<file path="src/core/quadrature_encoder_counter_pkg.sv">
`default_nettype none
package quadrature_encoder_counter_pkg;

    // APB register byte offsets
    localparam logic [7:0] OFS_CONFIG      = 8'h00;
    localparam logic [7:0] OFS_LAYOUT_PEND = 8'h04;
    localparam logic [7:0] OFS_LAYOUT_ACT  = 8'h08;
    localparam logic [7:0] OFS_RELOAD      = 8'h0c;
    localparam logic [7:0] OFS_CTRL0       = 8'h10;
    localparam logic [7:0] OFS_PRESET0     = 8'h14;
    localparam logic [7:0] OFS_CTRL1       = 8'h18;
    localparam logic [7:0] OFS_PRESET1     = 8'h1c;
    localparam logic [7:0] OFS_STATUS0     = 8'h20;
    localparam logic [7:0] OFS_COUNT0      = 8'h24;
    localparam logic [7:0] OFS_LATCH0      = 8'h28;
    localparam logic [7:0] OFS_OPT0        = 8'h2c;
    localparam logic [7:0] OFS_TS_LO       = 8'h30;
    localparam logic [7:0] OFS_TS_HI       = 8'h34;
    localparam logic [7:0] OFS_STATUS1     = 8'h38;
    localparam logic [7:0] OFS_COUNT1      = 8'h3c;
    localparam logic [7:0] OFS_OPT1        = 8'h40;

    // Counter width masks
    localparam logic [31:0] MASK16 = 32'h0000ffff;
    localparam logic [31:0] MASK32 = 32'hffffffff;

    // Timing: clock, period resolution, period ranges, frequency window
    localparam int    CLK_PERIOD_NS      = 100;
    localparam int    PERIOD_UNIT_NS     = 100;
    localparam int    PERIOD_UNIT_CYCLES =
        (PERIOD_UNIT_NS + CLK_PERIOD_NS - 1) / CLK_PERIOD_NS;
    localparam longint PERIOD_SHORT_NS   = 64'd1600000000;
    localparam longint PERIOD_LONG_NS    = 64'd3200000000;
    localparam int    PERIOD_SHORT_UNITS = int'(PERIOD_SHORT_NS / PERIOD_UNIT_NS);
    localparam int    PERIOD_LONG_UNITS  = int'(PERIOD_LONG_NS / PERIOD_UNIT_NS);
    localparam longint FREQ_WINDOW_NS    = 64'd1000000000;
    localparam int    FREQ_WINDOW_CYCLES = int'(FREQ_WINDOW_NS / CLK_PERIOD_NS);

    typedef enum logic [1:0] {
        GATE_OFF       = 2'b00,
        GATE_HALT_HIGH = 2'b01,
        GATE_HALT_LOW  = 2'b10,
        GATE_LATCH     = 2'b11
    } gate_mode_t;

    typedef enum logic [1:0] {
        FRAME_TRIGGERED_CYCLE           = 2'b00,
        CLOCK_SYNCHRONOUS_CYCLE         = 2'b01,
        INPUT_ALIGNED_SYNCHRONOUS_CYCLE = 2'b10
    } cycle_mode_t;

    typedef enum logic [1:0] {
        OPT_NONE = 2'b00, OPT_PERIOD = 2'b01, OPT_FREQUENCY = 2'b10
    } opt_sel_t;

    typedef enum logic [1:0] {
        TS_NONE = 2'b00, TS_64 = 2'b01, TS_32 = 2'b10
    } ts_sel_t;

    typedef struct packed {
        cycle_mode_t cycle_mode;
        ts_sel_t     ts_sel;
        opt_sel_t    opt_sel;
        logic        width16;
    } layout_t;

    typedef struct packed {
        logic       period_long;
        logic       single_track;
        gate_mode_t gate_mode;
    } config_t;

    typedef struct packed {
        logic latch_en;
        logic set_counter;
    } ctrl_t;

    typedef struct packed {
        logic index_level;
        logic period_over;
        logic gate_level;
        logic latch_valid;
        logic set_done;
    } status_t;

    typedef struct packed {
        logic [31:0] count;
        logic [31:0] period;
        logic        period_over;
        logic [31:0] freq;
        logic        inc_edge;
    } chan_out_t;

    // Values after reset
    localparam config_t CONFIG_RESET = 4'h0;
    localparam layout_t LAYOUT_RESET = 7'h00;

endpackage
`default_nettype wire
</file>
<file path="src/core/encoder_channel.sv">
`timescale 1ns/100ps
`default_nettype none
module encoder_channel
    import quadrature_encoder_counter_pkg::*;
#(
    parameter int PERIOD_SHORT_LIMIT = PERIOD_SHORT_UNITS,
    parameter int PERIOD_LONG_LIMIT  = PERIOD_LONG_UNITS,
    parameter int FREQ_WINDOW        = FREQ_WINDOW_CYCLES
) (
    // Clock and reset
    input  wire logic        clk,
    input  wire logic        rst_n,
    // Raw encoder pins
    input  wire logic        enc_a,
    input  wire logic        enc_b,
    // Control
    input  wire logic        hold,
    input  wire logic        single_track,
    input  wire logic        width16,
    input  wire logic        period_long,
    input  wire logic        load,
    input  wire logic [31:0] load_value,
    // Live results
    output var  chan_out_t   result
);

    typedef struct packed {
        logic        a_s1;
        logic        a_s2;
        logic        a_q;
        logic        b_s1;
        logic        b_s2;
        logic        b_q;
        logic [31:0] count;
        logic [7:0]  unit_cnt;
        logic [31:0] per_cnt;
        logic [31:0] period;
        logic        over;
        logic [31:0] win_cnt;
        logic [31:0] edges;
        logic [31:0] freq;
        logic        inc;
    } chan_state_t;

    localparam logic [7:0] UNIT_LAST = 8'(PERIOD_UNIT_CYCLES - 1);

    chan_state_t st_ff;
    chan_state_t nxt_st;
    logic        a_rise;
    logic        step;
    logic        up;
    logic        unit_tick;
    logic        win_end;
    logic [31:0] mask;
    logic [31:0] limit;

    // Decode, count, period and frequency in one pass
    always_comb begin
        nxt_st = st_ff;
        nxt_st.a_s1 = enc_a;
        nxt_st.a_s2 = st_ff.a_s1;
        nxt_st.a_q  = st_ff.a_s2;
        nxt_st.b_s1 = enc_b;
        nxt_st.b_s2 = st_ff.b_s1;
        nxt_st.b_q  = st_ff.b_s2;
        a_rise = st_ff.a_s2 & ~st_ff.a_q;
        if (single_track) begin
            step = a_rise;
            up   = ~st_ff.b_s2;
        end else begin
            // One track changing at a time is a valid quadrature step
            step = (st_ff.a_s2 ^ st_ff.a_q) ^ (st_ff.b_s2 ^ st_ff.b_q);
            up   = st_ff.a_s2 ^ st_ff.b_q;
        end
        mask = width16 ? MASK16 : MASK32;
        nxt_st.inc = 1'b0;
        if (load) begin
            nxt_st.count = load_value & mask;
        end else if (step && !hold) begin
            nxt_st.count = (up ? st_ff.count + 32'h1
                               : st_ff.count - 32'h1) & mask;
            nxt_st.inc = 1'b1;
        end
        // Period in 100 ns units, pinned at the selected range
        limit = period_long ? 32'(PERIOD_LONG_LIMIT)
                            : 32'(PERIOD_SHORT_LIMIT);
        unit_tick = (st_ff.unit_cnt == UNIT_LAST);
        nxt_st.unit_cnt = unit_tick ? 8'h00 : st_ff.unit_cnt + 8'h01;
        if (unit_tick && st_ff.per_cnt < limit) begin
            nxt_st.per_cnt = st_ff.per_cnt + 32'h1;
        end
        if (a_rise) begin
            // Include the unit that closes at this very edge
            nxt_st.period   = nxt_st.per_cnt;
            nxt_st.over     = (nxt_st.per_cnt >= limit);
            nxt_st.per_cnt  = 32'h0;
            nxt_st.unit_cnt = 8'h00;
        end
        // Rising edges of track A per window give the frequency
        win_end = (st_ff.win_cnt == 32'(FREQ_WINDOW - 1));
        nxt_st.win_cnt = win_end ? 32'h0 : st_ff.win_cnt + 32'h1;
        nxt_st.edges = st_ff.edges + {31'h0, a_rise};
        if (win_end) begin
            nxt_st.freq  = st_ff.edges + {31'h0, a_rise};
            nxt_st.edges = 32'h0;
        end
    end

    // State register
    always_ff @(posedge clk or negedge rst_n) begin
        if (!rst_n) begin
            st_ff <= '0;
        end else begin
            st_ff <= nxt_st;
        end
    end

    // Results straight from the state register, in struct field order
    assign result = {st_ff.count, st_ff.period, st_ff.over, st_ff.freq,
                     st_ff.inc};

endmodule // encoder_channel
`default_nettype wire

</file>
<file path="src/core/quadrature_encoder_counter.sv">
`timescale 1ns/100ps
`default_nettype none
// Summary of operation
// Position counter readable and presettable, 32 bits or reduced to 16 bits.
// Counter fed by quadrature decoder on tracks A and B; channel 0 has latch.
// Two independent 32-bit counters, one per encoder channel, own image data.
// Gate/latch input captures channel 0 count when configured for latching.
// Gate input mode: none, halt counting while high, halt while low.
// Single-track mode counts track A pulses, track B level sets direction. Code applies it to channel 0 only.
// Time between rising edges of track A reported in 100 ns units.
// Period range ends at 1.6 s or 3.2 s by configuration.
// Frame-triggered mode starts each cycle on the frame arrival event.
// Clock-synchronous mode starts cycles on the output-aligned clock event.
// Input-aligned mode starts cycles on the input-aligned clock event.
// Input image: status, counter, latch; 32 or 16 bits per layout.
// Output image: control bits and preset value, 32 or 16 bits per layout.
// Each channel optionally adds a 32-bit frequency or period value.
// Optional 32 or 64-bit timestamp of last counted edge of channel 0.
// Counter, latch and preset values sit at fixed register locations.
// Online configuration writes act at once.
// Layout changes act only after a reload command from the master.
// Quadrature decoder counts every edge of both tracks, direction by phase.
// Counter wraps modulo its configured width, never saturates.
module quadrature_encoder_counter
    import quadrature_encoder_counter_pkg::*;
#(
    parameter int PERIOD_SHORT_LIMIT = PERIOD_SHORT_UNITS,
    parameter int PERIOD_LONG_LIMIT  = PERIOD_LONG_UNITS,
    parameter int FREQ_WINDOW        = FREQ_WINDOW_CYCLES
) (
    // Clock and reset
    input  wire logic        MCLK,
    input  wire logic        RSTN,
    // APB slave
    input  wire logic        PSEL,
    input  wire logic        PENABLE,
    input  wire logic        PWRITE,
    input  wire logic [7:0]  PADDR,
    input  wire logic [31:0] PWDATA,
    output var  logic [31:0] PRDATA,
    output var  logic        PREADY,
    output var  logic        PSLVERR,
    // Encoder pins, index 0 and 1 are the two channels
    input  wire logic [1:0]  ENC_A,
    input  wire logic [1:0]  ENC_B,
    input  wire logic        ENC0_C,
    input  wire logic        GATE_IN,
    // Cycle events and distributed clock time, same clock domain
    input  wire logic        FRAME_EVENT,
    input  wire logic        SYNC_OUT_EVENT,
    input  wire logic        SYNC_IN_EVENT,
    input  wire logic [63:0] DC_TIME,
    // Cycle marker
    output var  logic        CYCLE_START
);

    typedef struct packed {
        config_t               cfg;
        layout_t               lay_pend;
        layout_t               lay_act;
        ctrl_t   [1:0]         ctrl;
        logic    [1:0][31:0]   preset;
        logic    [1:0]         set_done;
        logic    [1:0]         load;
        logic                  latch_valid;
        logic    [31:0]        latch_live;
        logic    [63:0]        ts_live;
        logic                  gate_s1;
        logic                  gate_s2;
        logic                  gate_q;
        logic                  idx_s1;
        logic                  idx_s2;
        status_t [1:0]         status_img;
        logic    [1:0][31:0]   cnt_img;
        logic    [31:0]        latch_img;
        logic    [1:0][31:0]   opt_img;
        logic    [63:0]        ts_img;
        logic                  cyc;
        logic    [31:0]        prdata;
        logic                  pready;
        logic                  pslverr;
    } top_state_t;

    top_state_t  st_ff;
    top_state_t  nxt_st;
    chan_out_t   ch_out [0:1];
    logic [1:0]  hold;
    logic        gate_rise;
    logic        cyc_start;
    logic [31:0] mask;
    logic        setup;
    logic        access;
    logic [31:0] rdata;
    logic        hit;

    // Gate halts only channel 0; the second channel has no gate input
    assign hold[0] = (st_ff.cfg.gate_mode == GATE_HALT_HIGH && st_ff.gate_s2)
                  || (st_ff.cfg.gate_mode == GATE_HALT_LOW && !st_ff.gate_s2);
    assign hold[1] = 1'b0;

    // One decoder per encoder channel
    for (genvar gi = 0; gi < 2; gi++) begin : g_chan
        encoder_channel #(
            .PERIOD_SHORT_LIMIT (PERIOD_SHORT_LIMIT),
            .PERIOD_LONG_LIMIT  (PERIOD_LONG_LIMIT),
            .FREQ_WINDOW        (FREQ_WINDOW)
        ) u_chan (
            .clk          (MCLK),
            .rst_n        (RSTN),
            .enc_a        (ENC_A[gi]),
            .enc_b        (ENC_B[gi]),
            .hold         (hold[gi]),
            .single_track (st_ff.cfg.single_track && gi == 0),
            .width16      (st_ff.lay_act.width16),
            .period_long  (st_ff.cfg.period_long),
            .load         (st_ff.load[gi]),
            .load_value   (st_ff.preset[gi]),
            .result       (ch_out[gi])
        );
    end

    // Register read decode, captured in the setup phase
    always_comb begin
        rdata = 32'h0;
        hit   = 1'b1;
        case (PADDR)
            OFS_CONFIG:      rdata = {28'h0, st_ff.cfg};
            OFS_LAYOUT_PEND: rdata = {25'h0, st_ff.lay_pend};
            OFS_LAYOUT_ACT:  rdata = {25'h0, st_ff.lay_act};
            OFS_RELOAD:      rdata = 32'h0;
            OFS_CTRL0:       rdata = {30'h0, st_ff.ctrl[0]};
            OFS_PRESET0:     rdata = st_ff.preset[0];
            OFS_CTRL1:       rdata = {30'h0, st_ff.ctrl[1]};
            OFS_PRESET1:     rdata = st_ff.preset[1];
            OFS_STATUS0:     rdata = {27'h0, st_ff.status_img[0]};
            OFS_COUNT0:      rdata = st_ff.cnt_img[0];
            OFS_LATCH0:      rdata = st_ff.latch_img;
            OFS_OPT0:        rdata = st_ff.opt_img[0];
            OFS_TS_LO:       rdata = st_ff.ts_img[31:0];
            OFS_TS_HI:       rdata = st_ff.ts_img[63:32];
            OFS_STATUS1:     rdata = {27'h0, st_ff.status_img[1]};
            OFS_COUNT1:      rdata = st_ff.cnt_img[1];
            OFS_OPT1:        rdata = st_ff.opt_img[1];
            default:         hit   = 1'b0;
        endcase
    end

    // Next state of the whole block
    always_comb begin
        nxt_st = st_ff;
        // Two-stage synchronisers for the gate and index pins
        nxt_st.gate_s1 = GATE_IN;
        nxt_st.gate_s2 = st_ff.gate_s1;
        nxt_st.gate_q  = st_ff.gate_s2;
        nxt_st.idx_s1  = ENC0_C;
        nxt_st.idx_s2  = st_ff.idx_s1;
        gate_rise = st_ff.gate_s2 & ~st_ff.gate_q;
        mask = st_ff.lay_act.width16 ? MASK16 : MASK32;

        // Source of the processing cycle
        case (st_ff.lay_act.cycle_mode)
            FRAME_TRIGGERED_CYCLE:           cyc_start = FRAME_EVENT;
            CLOCK_SYNCHRONOUS_CYCLE:         cyc_start = SYNC_OUT_EVENT;
            INPUT_ALIGNED_SYNCHRONOUS_CYCLE: cyc_start = SYNC_IN_EVENT;
            default:                         cyc_start = 1'b0;
        endcase
        nxt_st.cyc = cyc_start;

        // Latch: clearing the enable drops the flag, a capture wins
        if (!st_ff.ctrl[0].latch_en) begin
            nxt_st.latch_valid = 1'b0;
        end
        if (st_ff.cfg.gate_mode == GATE_LATCH && st_ff.ctrl[0].latch_en
            && gate_rise) begin
            nxt_st.latch_live  = ch_out[0].count;
            nxt_st.latch_valid = 1'b1;
        end

        // Time of the last counted edge on channel 0
        if (ch_out[0].inc_edge) begin
            nxt_st.ts_live = DC_TIME;
        end

        // Preset handshake and input image, taken at each cycle start
        for (int i = 0; i < 2; i++) begin
            nxt_st.load[i] = 1'b0;
            if (!st_ff.ctrl[i].set_counter) begin
                nxt_st.set_done[i] = 1'b0;
            end else if (cyc_start && !st_ff.set_done[i]) begin
                nxt_st.load[i]     = 1'b1;
                nxt_st.set_done[i] = 1'b1;
            end
            if (cyc_start) begin
                nxt_st.cnt_img[i] = ch_out[i].count & mask;
                case (st_ff.lay_act.opt_sel)
                    OPT_PERIOD:    nxt_st.opt_img[i] = ch_out[i].period;
                    OPT_FREQUENCY: nxt_st.opt_img[i] = ch_out[i].freq;
                    default:       nxt_st.opt_img[i] = 32'h0;
                endcase
                nxt_st.status_img[i].set_done    = st_ff.set_done[i];
                nxt_st.status_img[i].period_over = ch_out[i].period_over;
                nxt_st.status_img[i].latch_valid =
                    (i == 0) ? st_ff.latch_valid : 1'b0;
                nxt_st.status_img[i].gate_level  =
                    (i == 0) ? st_ff.gate_s2 : 1'b0;
                nxt_st.status_img[i].index_level =
                    (i == 0) ? st_ff.idx_s2 : 1'b0;
            end
        end
        if (cyc_start) begin
            nxt_st.latch_img = st_ff.latch_live & mask;
            case (st_ff.lay_act.ts_sel)
                TS_64:   nxt_st.ts_img = st_ff.ts_live;
                TS_32:   nxt_st.ts_img = {32'h0, st_ff.ts_live[31:0]};
                default: nxt_st.ts_img = 64'h0;
            endcase
        end

        // APB: one wait-free access phase after each setup
        setup  = PSEL & ~PENABLE;
        access = PSEL & PENABLE & st_ff.pready;
        nxt_st.pready  = setup;
        nxt_st.pslverr = setup & ~hit;
        if (setup) begin
            nxt_st.prdata = rdata;
        end
        if (access && PWRITE && !st_ff.pslverr) begin
            case (PADDR)
                OFS_CONFIG: begin
                    nxt_st.cfg = config_t'(PWDATA[3:0]);
                end
                OFS_LAYOUT_PEND: begin
                    nxt_st.lay_pend = layout_t'(PWDATA[6:0]);
                end
                OFS_RELOAD: begin
                    if (PWDATA[0]) begin
                        nxt_st.lay_act = st_ff.lay_pend;
                    end
                end
                OFS_CTRL0: begin
                    nxt_st.ctrl[0] = ctrl_t'(PWDATA[1:0]);
                end
                OFS_PRESET0: begin
                    nxt_st.preset[0] = PWDATA;
                end
                OFS_CTRL1: begin
                    nxt_st.ctrl[1] = ctrl_t'(PWDATA[1:0]);
                end
                OFS_PRESET1: begin
                    nxt_st.preset[1] = PWDATA;
                end
                default: begin
                    // Read-only words ignore writes
                end
            endcase
        end
    end

    // State register; reset loads constants only
    always_ff @(posedge MCLK or negedge RSTN) begin
        if (!RSTN) begin
            st_ff          <= '0;
            st_ff.cfg      <= CONFIG_RESET;
            st_ff.lay_pend <= LAYOUT_RESET;
            st_ff.lay_act  <= LAYOUT_RESET;
        end else begin
            st_ff <= nxt_st;
        end
    end

    // Outputs straight from the state register
    assign PRDATA      = st_ff.prdata;
    assign PREADY      = st_ff.pready;
    assign PSLVERR     = st_ff.pslverr;
    assign CYCLE_START = st_ff.cyc;

endmodule // quadrature_encoder_counter
`default_nettype wire

</file>
<file path="config.mk">
export PLATFORM = sky130hd
export DESIGN_NAME = quadrature_encoder_counter
export DESIGN_NICKNAME = d
export VERILOG_FILES = /design/src/core/quadrature_encoder_counter_pkg.sv /design/src/core/encoder_channel.sv /design/src/core/quadrature_encoder_counter.sv
export SDC_FILE = /design/constraint.sdc
export NUM_CORES = 2
export LEC_CHECK = 0
export BUFFER_PORTS_ARGS = -buffer_cell sky130_fd_sc_hd__buf_2
export CAP_MARGIN = 5
export CORE_MARGIN = 2
export CORE_UTILIZATION = 35
export DETAILED_ROUTE_END_ITERATION = 6
export PLACE_DENSITY = 0.51
export SYNTH_ARGS = -nofsm -noshare
export SYNTH_HDL_FRONTEND = slang
export SYNTH_SLANG_ARGS = --single-unit
</file>
<file path="constraint.sdc">
create_clock -name MCLK -period 5 [get_ports MCLK]
set_input_delay 1 -clock MCLK [delete_from_list [all_inputs] [get_ports MCLK]]
set_output_delay 1 -clock MCLK [all_outputs]
set_load 0.03 [all_outputs]
</file>
After elaboration in Yosys (flattened, before gate mapping)
Cells that the tools add are included.
- word-level logic and storage cells: 217
- bits in registers: 873
- bits of input ports: 118
- reductions and logical operators: 31
- mux-type cells: 38
- magnitude comparators: 4
- bitwise operators: 28
- equality and inequality tests: 30
- add/sub/neg operators: 12
- operator list (cell ; number):
    32-bit case mux with 16 select lines ; 1
    32-bit two-way mux ; 11
    32-bit bitwise AND ; 7
    32-bit by 1-bit adder with 32-bit output (second input constant) ; 6
    73-bit two-way mux ; 2
    64-bit two-way mux ; 2
    32-bit case mux with 2 select lines ; 2
    64-bit case mux with 2 select lines ; 1
    32-bit by 1-bit adder with 32-bit output ; 2
    32-bit by 24-bit == test with 1-bit output (second input constant) ; 2
    8-bit by 6-bit == test with 1-bit output (second input constant) ; 8
    32-bit by 1-bit subtractor with 32-bit output (second input constant) ; 2
    33-bit two-way mux ; 1
    8-bit by 5-bit == test with 1-bit output (second input constant) ; 4
    32-bit by 25-bit >= comparator with 1-bit output ; 1
    32-bit >= comparator ; 1
    32-bit by 25-bit less-than comparator with 1-bit output ; 1
    32-bit less-than comparator ; 1
    25-bit two-way mux ; 1
    8-bit logical NOT ; 3
    17-bit OR reduction ; 1
    8-bit by 1-bit adder with 8-bit output (second input constant) ; 2
    8-bit by 4-bit == test with 1-bit output (second input constant) ; 2
    8-bit two-way mux ; 2
    17 further kinds ; 77

Longest topological paths before layout
- word-level depth: 7
- gate-level depth with buffers: 22

By module
From an unflattened synthesis, not the netlist that was laid out.
- cell total of the unflattened synthesis: 4350
- area, all modules: 43828.3 µm²
- by module, submodules not included (module ; area an instance (µm²) ; cells each ; seq. area each (µm²) ; times used):
    quadrature_encoder_counter ; 20890.0 ; 1907 ; 11461.0 ; 1
    encoder_channel at g_chan[0].u_chan ; 11471.0 ; 1212 ; 5205.0 ; 1
    encoder_channel at g_chan[1].u_chan ; 11467.2 ; 1231 ; 5205.0 ; 1

Worst setup path after synthesis
Ideal clock, no wire load.
- path type: flip-flop to flip-flop
- start point: reg g_chan[0].u_chan.st_ff[202] in the netlist's numbering
- end point: reg g_chan[0].u_chan.st_ff (netlist bit g_chan[0].u_chan.result[97])
- period minus slack after synthesis: 5.291 ns
- data required time: 4.896 ns
- data arrival time: 5.187 ns
- path buffers: 0
- cell stages (with the launch flop): 14
- slack: -0.291 ns
- cells stage by stage: dfrtp_1 -> xor2_1 -> o21ai_0 -> ha_1 -> a211oi_1 -> o21ai_1 -> a221o_1 -> or3_1 -> a21oi_1 -> o21ai_1 -> o41a_1 -> a21oi_1 -> xnor2_1 -> o311ai_1
- cells in the longest elaborated chain, start to end: 6
- elaborated cells on any way between the ends: 11
- RTL lines (what ; line ; text):
    start: declaration ; encoder_channel.sv:47 ; chan_state_t st_ff;
    start signal: assignment ; encoder_channel.sv:114 ; st_ff <= nxt_st;
    1-bit XOR ; encoder_channel.sv:73 ; up = st_ff.a_s2 ^ st_ff.b_q;
    1-bit two-way mux ; encoder_channel.sv:67 ; if (single_track) begin
    32-bit two-way mux ; encoder_channel.sv:80 ; nxt_st.count = (up ? st_ff.count + 32'h1
    32-bit bitwise AND ; encoder_channel.sv:81 ; : st_ff.count - 32'h1) & mask;
    32-bit two-way mux ; encoder_channel.sv:79 ; end else if (step && !hold) begin
    32-bit two-way mux ; encoder_channel.sv:77 ; if (load) begin
Several ways; a longest one is shown, not always the timed one. The select of a mux whose other input is x is not followed.
A chain may end at the register's enable or synchronous reset.

Worst setup path in the final report
- start point: reg st_ff[460] in the netlist's numbering
- end point: reg g_chan[0].u_chan.st_ff (netlist bit g_chan[0].u_chan.result[33])
- cells in the longest elaborated chain, start to end: 5
- RTL lines (what ; line ; text):
    start: declaration ; quadrature_encoder_counter.sv:84 ; top_state_t st_ff;
    start signal: assignment ; quadrature_encoder_counter.sv:267 ; st_ff <= nxt_st;
    25-bit two-way mux * ; encoder_channel.sv:85 ; limit = period_long ? 32'(PERIOD_LONG_LIMIT)
    32-bit less-than comparator ; encoder_channel.sv:89 ; if (unit_tick && st_ff.per_cnt < limit) begin
    1-bit logical AND ; encoder_channel.sv:89 ;
    32-bit two-way mux ; encoder_channel.sv:89 ;
    32-bit >= comparator * ; encoder_channel.sv:95 ; nxt_st.over = (nxt_st.per_cnt >= limit);
Mark *: on every way between the ends. The rest lies on a longest branch, timed or not.

==> impl_results.md <==
- Synth async-reset ratio: 1.00
- Vias: 31335
- Slew margin rel.: 0.136
- Clock buffer depth: 3
- First drt pass iteration count: 6
- Worst Min Path Start: g_chan[1].u_chan.nxt_st[203]$_DFF_PN0_
- CP arrival: ~5000 ps
- ANT nets after route: 0
- Critical Path End Type: register
- Clock slew at reported path FFs: 60 ps
- Crit-path max FO: 10
- Total Wirelength: 135000 um
- CP startpoint kind: register
- Routability cong.: 0.917
- Register bit total from synthesis: 873
- Worst Hold Class: register to register
- Dpl cells: 5605
- Syn avg cell area: 10.1 sq um
- DRT iter0 DRCs: approximately 3000
- Worst-margin pin slew: approximately 1300 ps
- Port Buffers: 152
- Max Cap Viol: 0
- Routed len/inst: between 20 and 25 um
- FF-to-FF Start: st_ff[460]$_DFFE_PN0P_
- Non-Filler Instances: between 5000 and 6000
- Global route overflow: 0
- Peak supply drop: 0.000315 V
- Initial antenna violation count: 7
- Synth unique cells: 83
- Reg2Reg Depth: 19
- Outcome: finished, final reports clean
- Filler cells: between 10000 and 15000
- Hold_buf cts: 0
- Gate count after technology mapping: 4093
- Total global-route track usage: 0.222
- LEAKAGE: 22.0 nW
- Cell Pwr Density: slightly below 400 nW/um^2
- Hold Fails Final Rpt: 0
- Clock Skew: roughly 32 ps
- Syn Nets: 4321
- Fin crit period: 4440 ps
- Share of cells above drive strength 1: 0.153
- Design Area, Final: 47200 sq um
- Core area: 117000 sq um
- H-tree depth: 3
- Remaining DRCs: 0
- EDFF count, synth: 0
- FMAX: 0.225 GHz
- Hold endpoint: g_chan[1].u_chan.nxt_st[202]$_DFF_PN0_
- RR Endpoint: g_chan[0].u_chan.result[33]$_DFFE_PN0P_
- Area grow syn2layout: 14.3%
- Global-route wire length before repair: 202000 um
- Die Y: 347 um
- Post-CTS setup repair buffer count: 0
- Vias in the first global route: about 30000
- Hold path cells: 0
- Max-slew violations: 0
- R2R Setup Slk: 560 ps
- Row Count: 125
- Crit path kind: register to register
- Prevailing post-synth register cell: dfrtp_1
- Root Driver: clkbuf_16
- TritonCTS Sinks: 873
- Yosys warns: 0
- Die Area: 121000 sq um
- Chip Width: 347 um
- NumNets Final: 4409
- RSZ-0062 raised after global routing: no
- CTS buffer count: just under 100
- Worst EP required: 5550 ps
- Final-report setup violation count: 0
- Cell Area, Synth: 41300 sq um
- Vias per inst: 5.42
- Final setup TNS: 0 ps
- Area post-placement: ~44000 sq um
- Seq/Total Area, Yosys: 0.529
- Hold Slack: 344 ps
- Final period utilization: 0.888
- Clk Latency, worst-skew pair: 690 ps
- Ports: 153
- Final HPWL DP: 96000 um
- Largest net degree at the start of global routing: 158
- Initial Util: 0.354
- CTS tree: built
- Cts repair resizes: 0
critical path: stages (launching register included):
cell,delay (ps)
dfrtp_1,440
inv_1,330
buf_4,280
ha_1,280
o21a_1,120
o21ai_0,150
a21oi_1,120
o22ai_4,290
and2b_2,250
and2_1,280
nand3_1,120
xor2_1,230
inv_1,80
ha_1,290
a21o_1,190
a21oi_1,130
o21ai_1,100
nor4b_1,290
o31a_1,220
o32ai_2,90
per-layer routing:
metal  global-route usage  share of wire  vias to the layer above  routed length (um)
li1                     -              -                    14597                   -
met2                0.331           0.43                      805               58600
met1                0.320           0.47                    15773               62900
met3               0.0524          0.070                      158                9430
met4               0.0645          0.028                        2                3820
met5                    0       0.000059                        -                   8
report_power, final:
part	internal [mW]	switching (mW)
sequential	7.58	0.548
combinational	1.19	1.66
clock	4.37	3.07
cells in the final DEF, fill, tap and decap left out, drive strengths merged, types with 24 or more instances in the layout:
cell type	instances
a21o	30
a21oi	198
a221oi	39
a222oi	26
a22oi	150
and3	41
buf	240
clkbuf	139
dfrtp	873
ha	108
inv	79
mux2	209
nand2	633
nand3	199
nand4	49
nor2	409
nor2b	30
nor3	40
nor4	24
o21ai	181
o31ai	72
xnor2	111
xor2	127
kinds of logic (layout without fill, tap and decap cells):
logic type      Yosys count  in the layout  synth area share
simple gates           1498           1498             0.161
other cells               0              2                 0
mux                     223            223            0.0604
buf+inv                 324            491            0.0325
fa+ha+maj               110            110            0.0337
xor+xnor                238            238            0.0505
compound gates          827            827             0.133
flops                   873            873             0.529
final cells by class:
| type | count | area, sq um | share of cell area |
|---|---|---|---|
| Antenna cell | 2 | 5.00 | 0.000106 |
| Clock buffer | 139 | 2840 | 0.0601 |
| Clock inverter | 39 | 467 | 0.00989 |
| Inverter | 73 | 277 | 0.00586 |
| Multi-Input combinational cell | 2896 | 18200 | 0.387 |
| Sequential cell | 873 | 21900 | 0.463 |
| Tap cell | 1524 | 1910 | 0.0404 |
| Timing Repair Buffer | 240 | 1590 | 0.0338 |
how the worst max path moves through the flow:
| stage | cells after the start | to | start |
|---|---|---|---|
| floorplan | 13 | g_chan[0].u_chan.result[97]$_DFFE_PN0P_ | g_chan[0].u_chan.st_ff[202]$_DFF_PN0_ |
| global placement | 20 | g_chan[1].u_chan.result[33]$_DFFE_PN0P_ | st_ff[460]$_DFFE_PN0P_ |
| detailed placement | 18 | g_chan[0].u_chan.result[33]$_DFFE_PN0P_ | st_ff[460]$_DFFE_PN0P_ |
| CTS | 19 | g_chan[0].u_chan.result[33]$_DFFE_PN0P_ | st_ff[460]$_DFFE_PN0P_ |
| global route | 19 | g_chan[0].u_chan.result[33]$_DFFE_PN0P_ | st_ff[460]$_DFFE_PN0P_ |
| finish | 19 | g_chan[0].u_chan.result[33]$_DFFE_PN0P_ | st_ff[460]$_DFFE_PN0P_ |
through the flow:
step | setup WS, ps | power [mW] | utilization
detailed placement | 571 | 11.1 | 0.376
global route | 132 | 19.3 | 0.405
CTS | 562 | 18.6 | 0.405
global placement | 693 | 11.0 | 0.376
finish | 562 | 18.4 | 0.405
floorplan | 506 | 10.0 | -
synthesized netlist by cell type, drive strengths merged (26+ instances only):
library cell | count | area share
dfrtp | 873 | 0.53
nand2 | 633 | 0.058
nor2 | 409 | 0.037
mux2 | 209 | 0.057
nand3 | 199 | 0.024
a21oi | 198 | 0.024
clkbuf | 186 | 0.017
o21ai | 181 | 0.022
a22oi | 150 | 0.027
xor2 | 127 | 0.027
xnor2 | 111 | 0.024
ha | 108 | 0.033
inv | 73 | 0.0066
o31ai | 72 | 0.013
buf | 65 | 0.0090
nand4 | 49 | 0.0076
and3 | 41 | 0.0062
nor3 | 40 | 0.0050
a221oi | 39 | 0.0083
a21o | 30 | 0.0055
nor2b | 30 | 0.0045
a222oi | 26 | 0.0063
flip-flops by register name (all words and copies together) (netlist names), 3 cells and up:
signal and cells:
g_chan.u_chan.nxt_st 8, g_chan.u_chan.st_ff 212, g_chan.u_chan.result 195, st_ff 420, nxt_st 3, PRDATA 32
(Power assumes the default switching activity.)
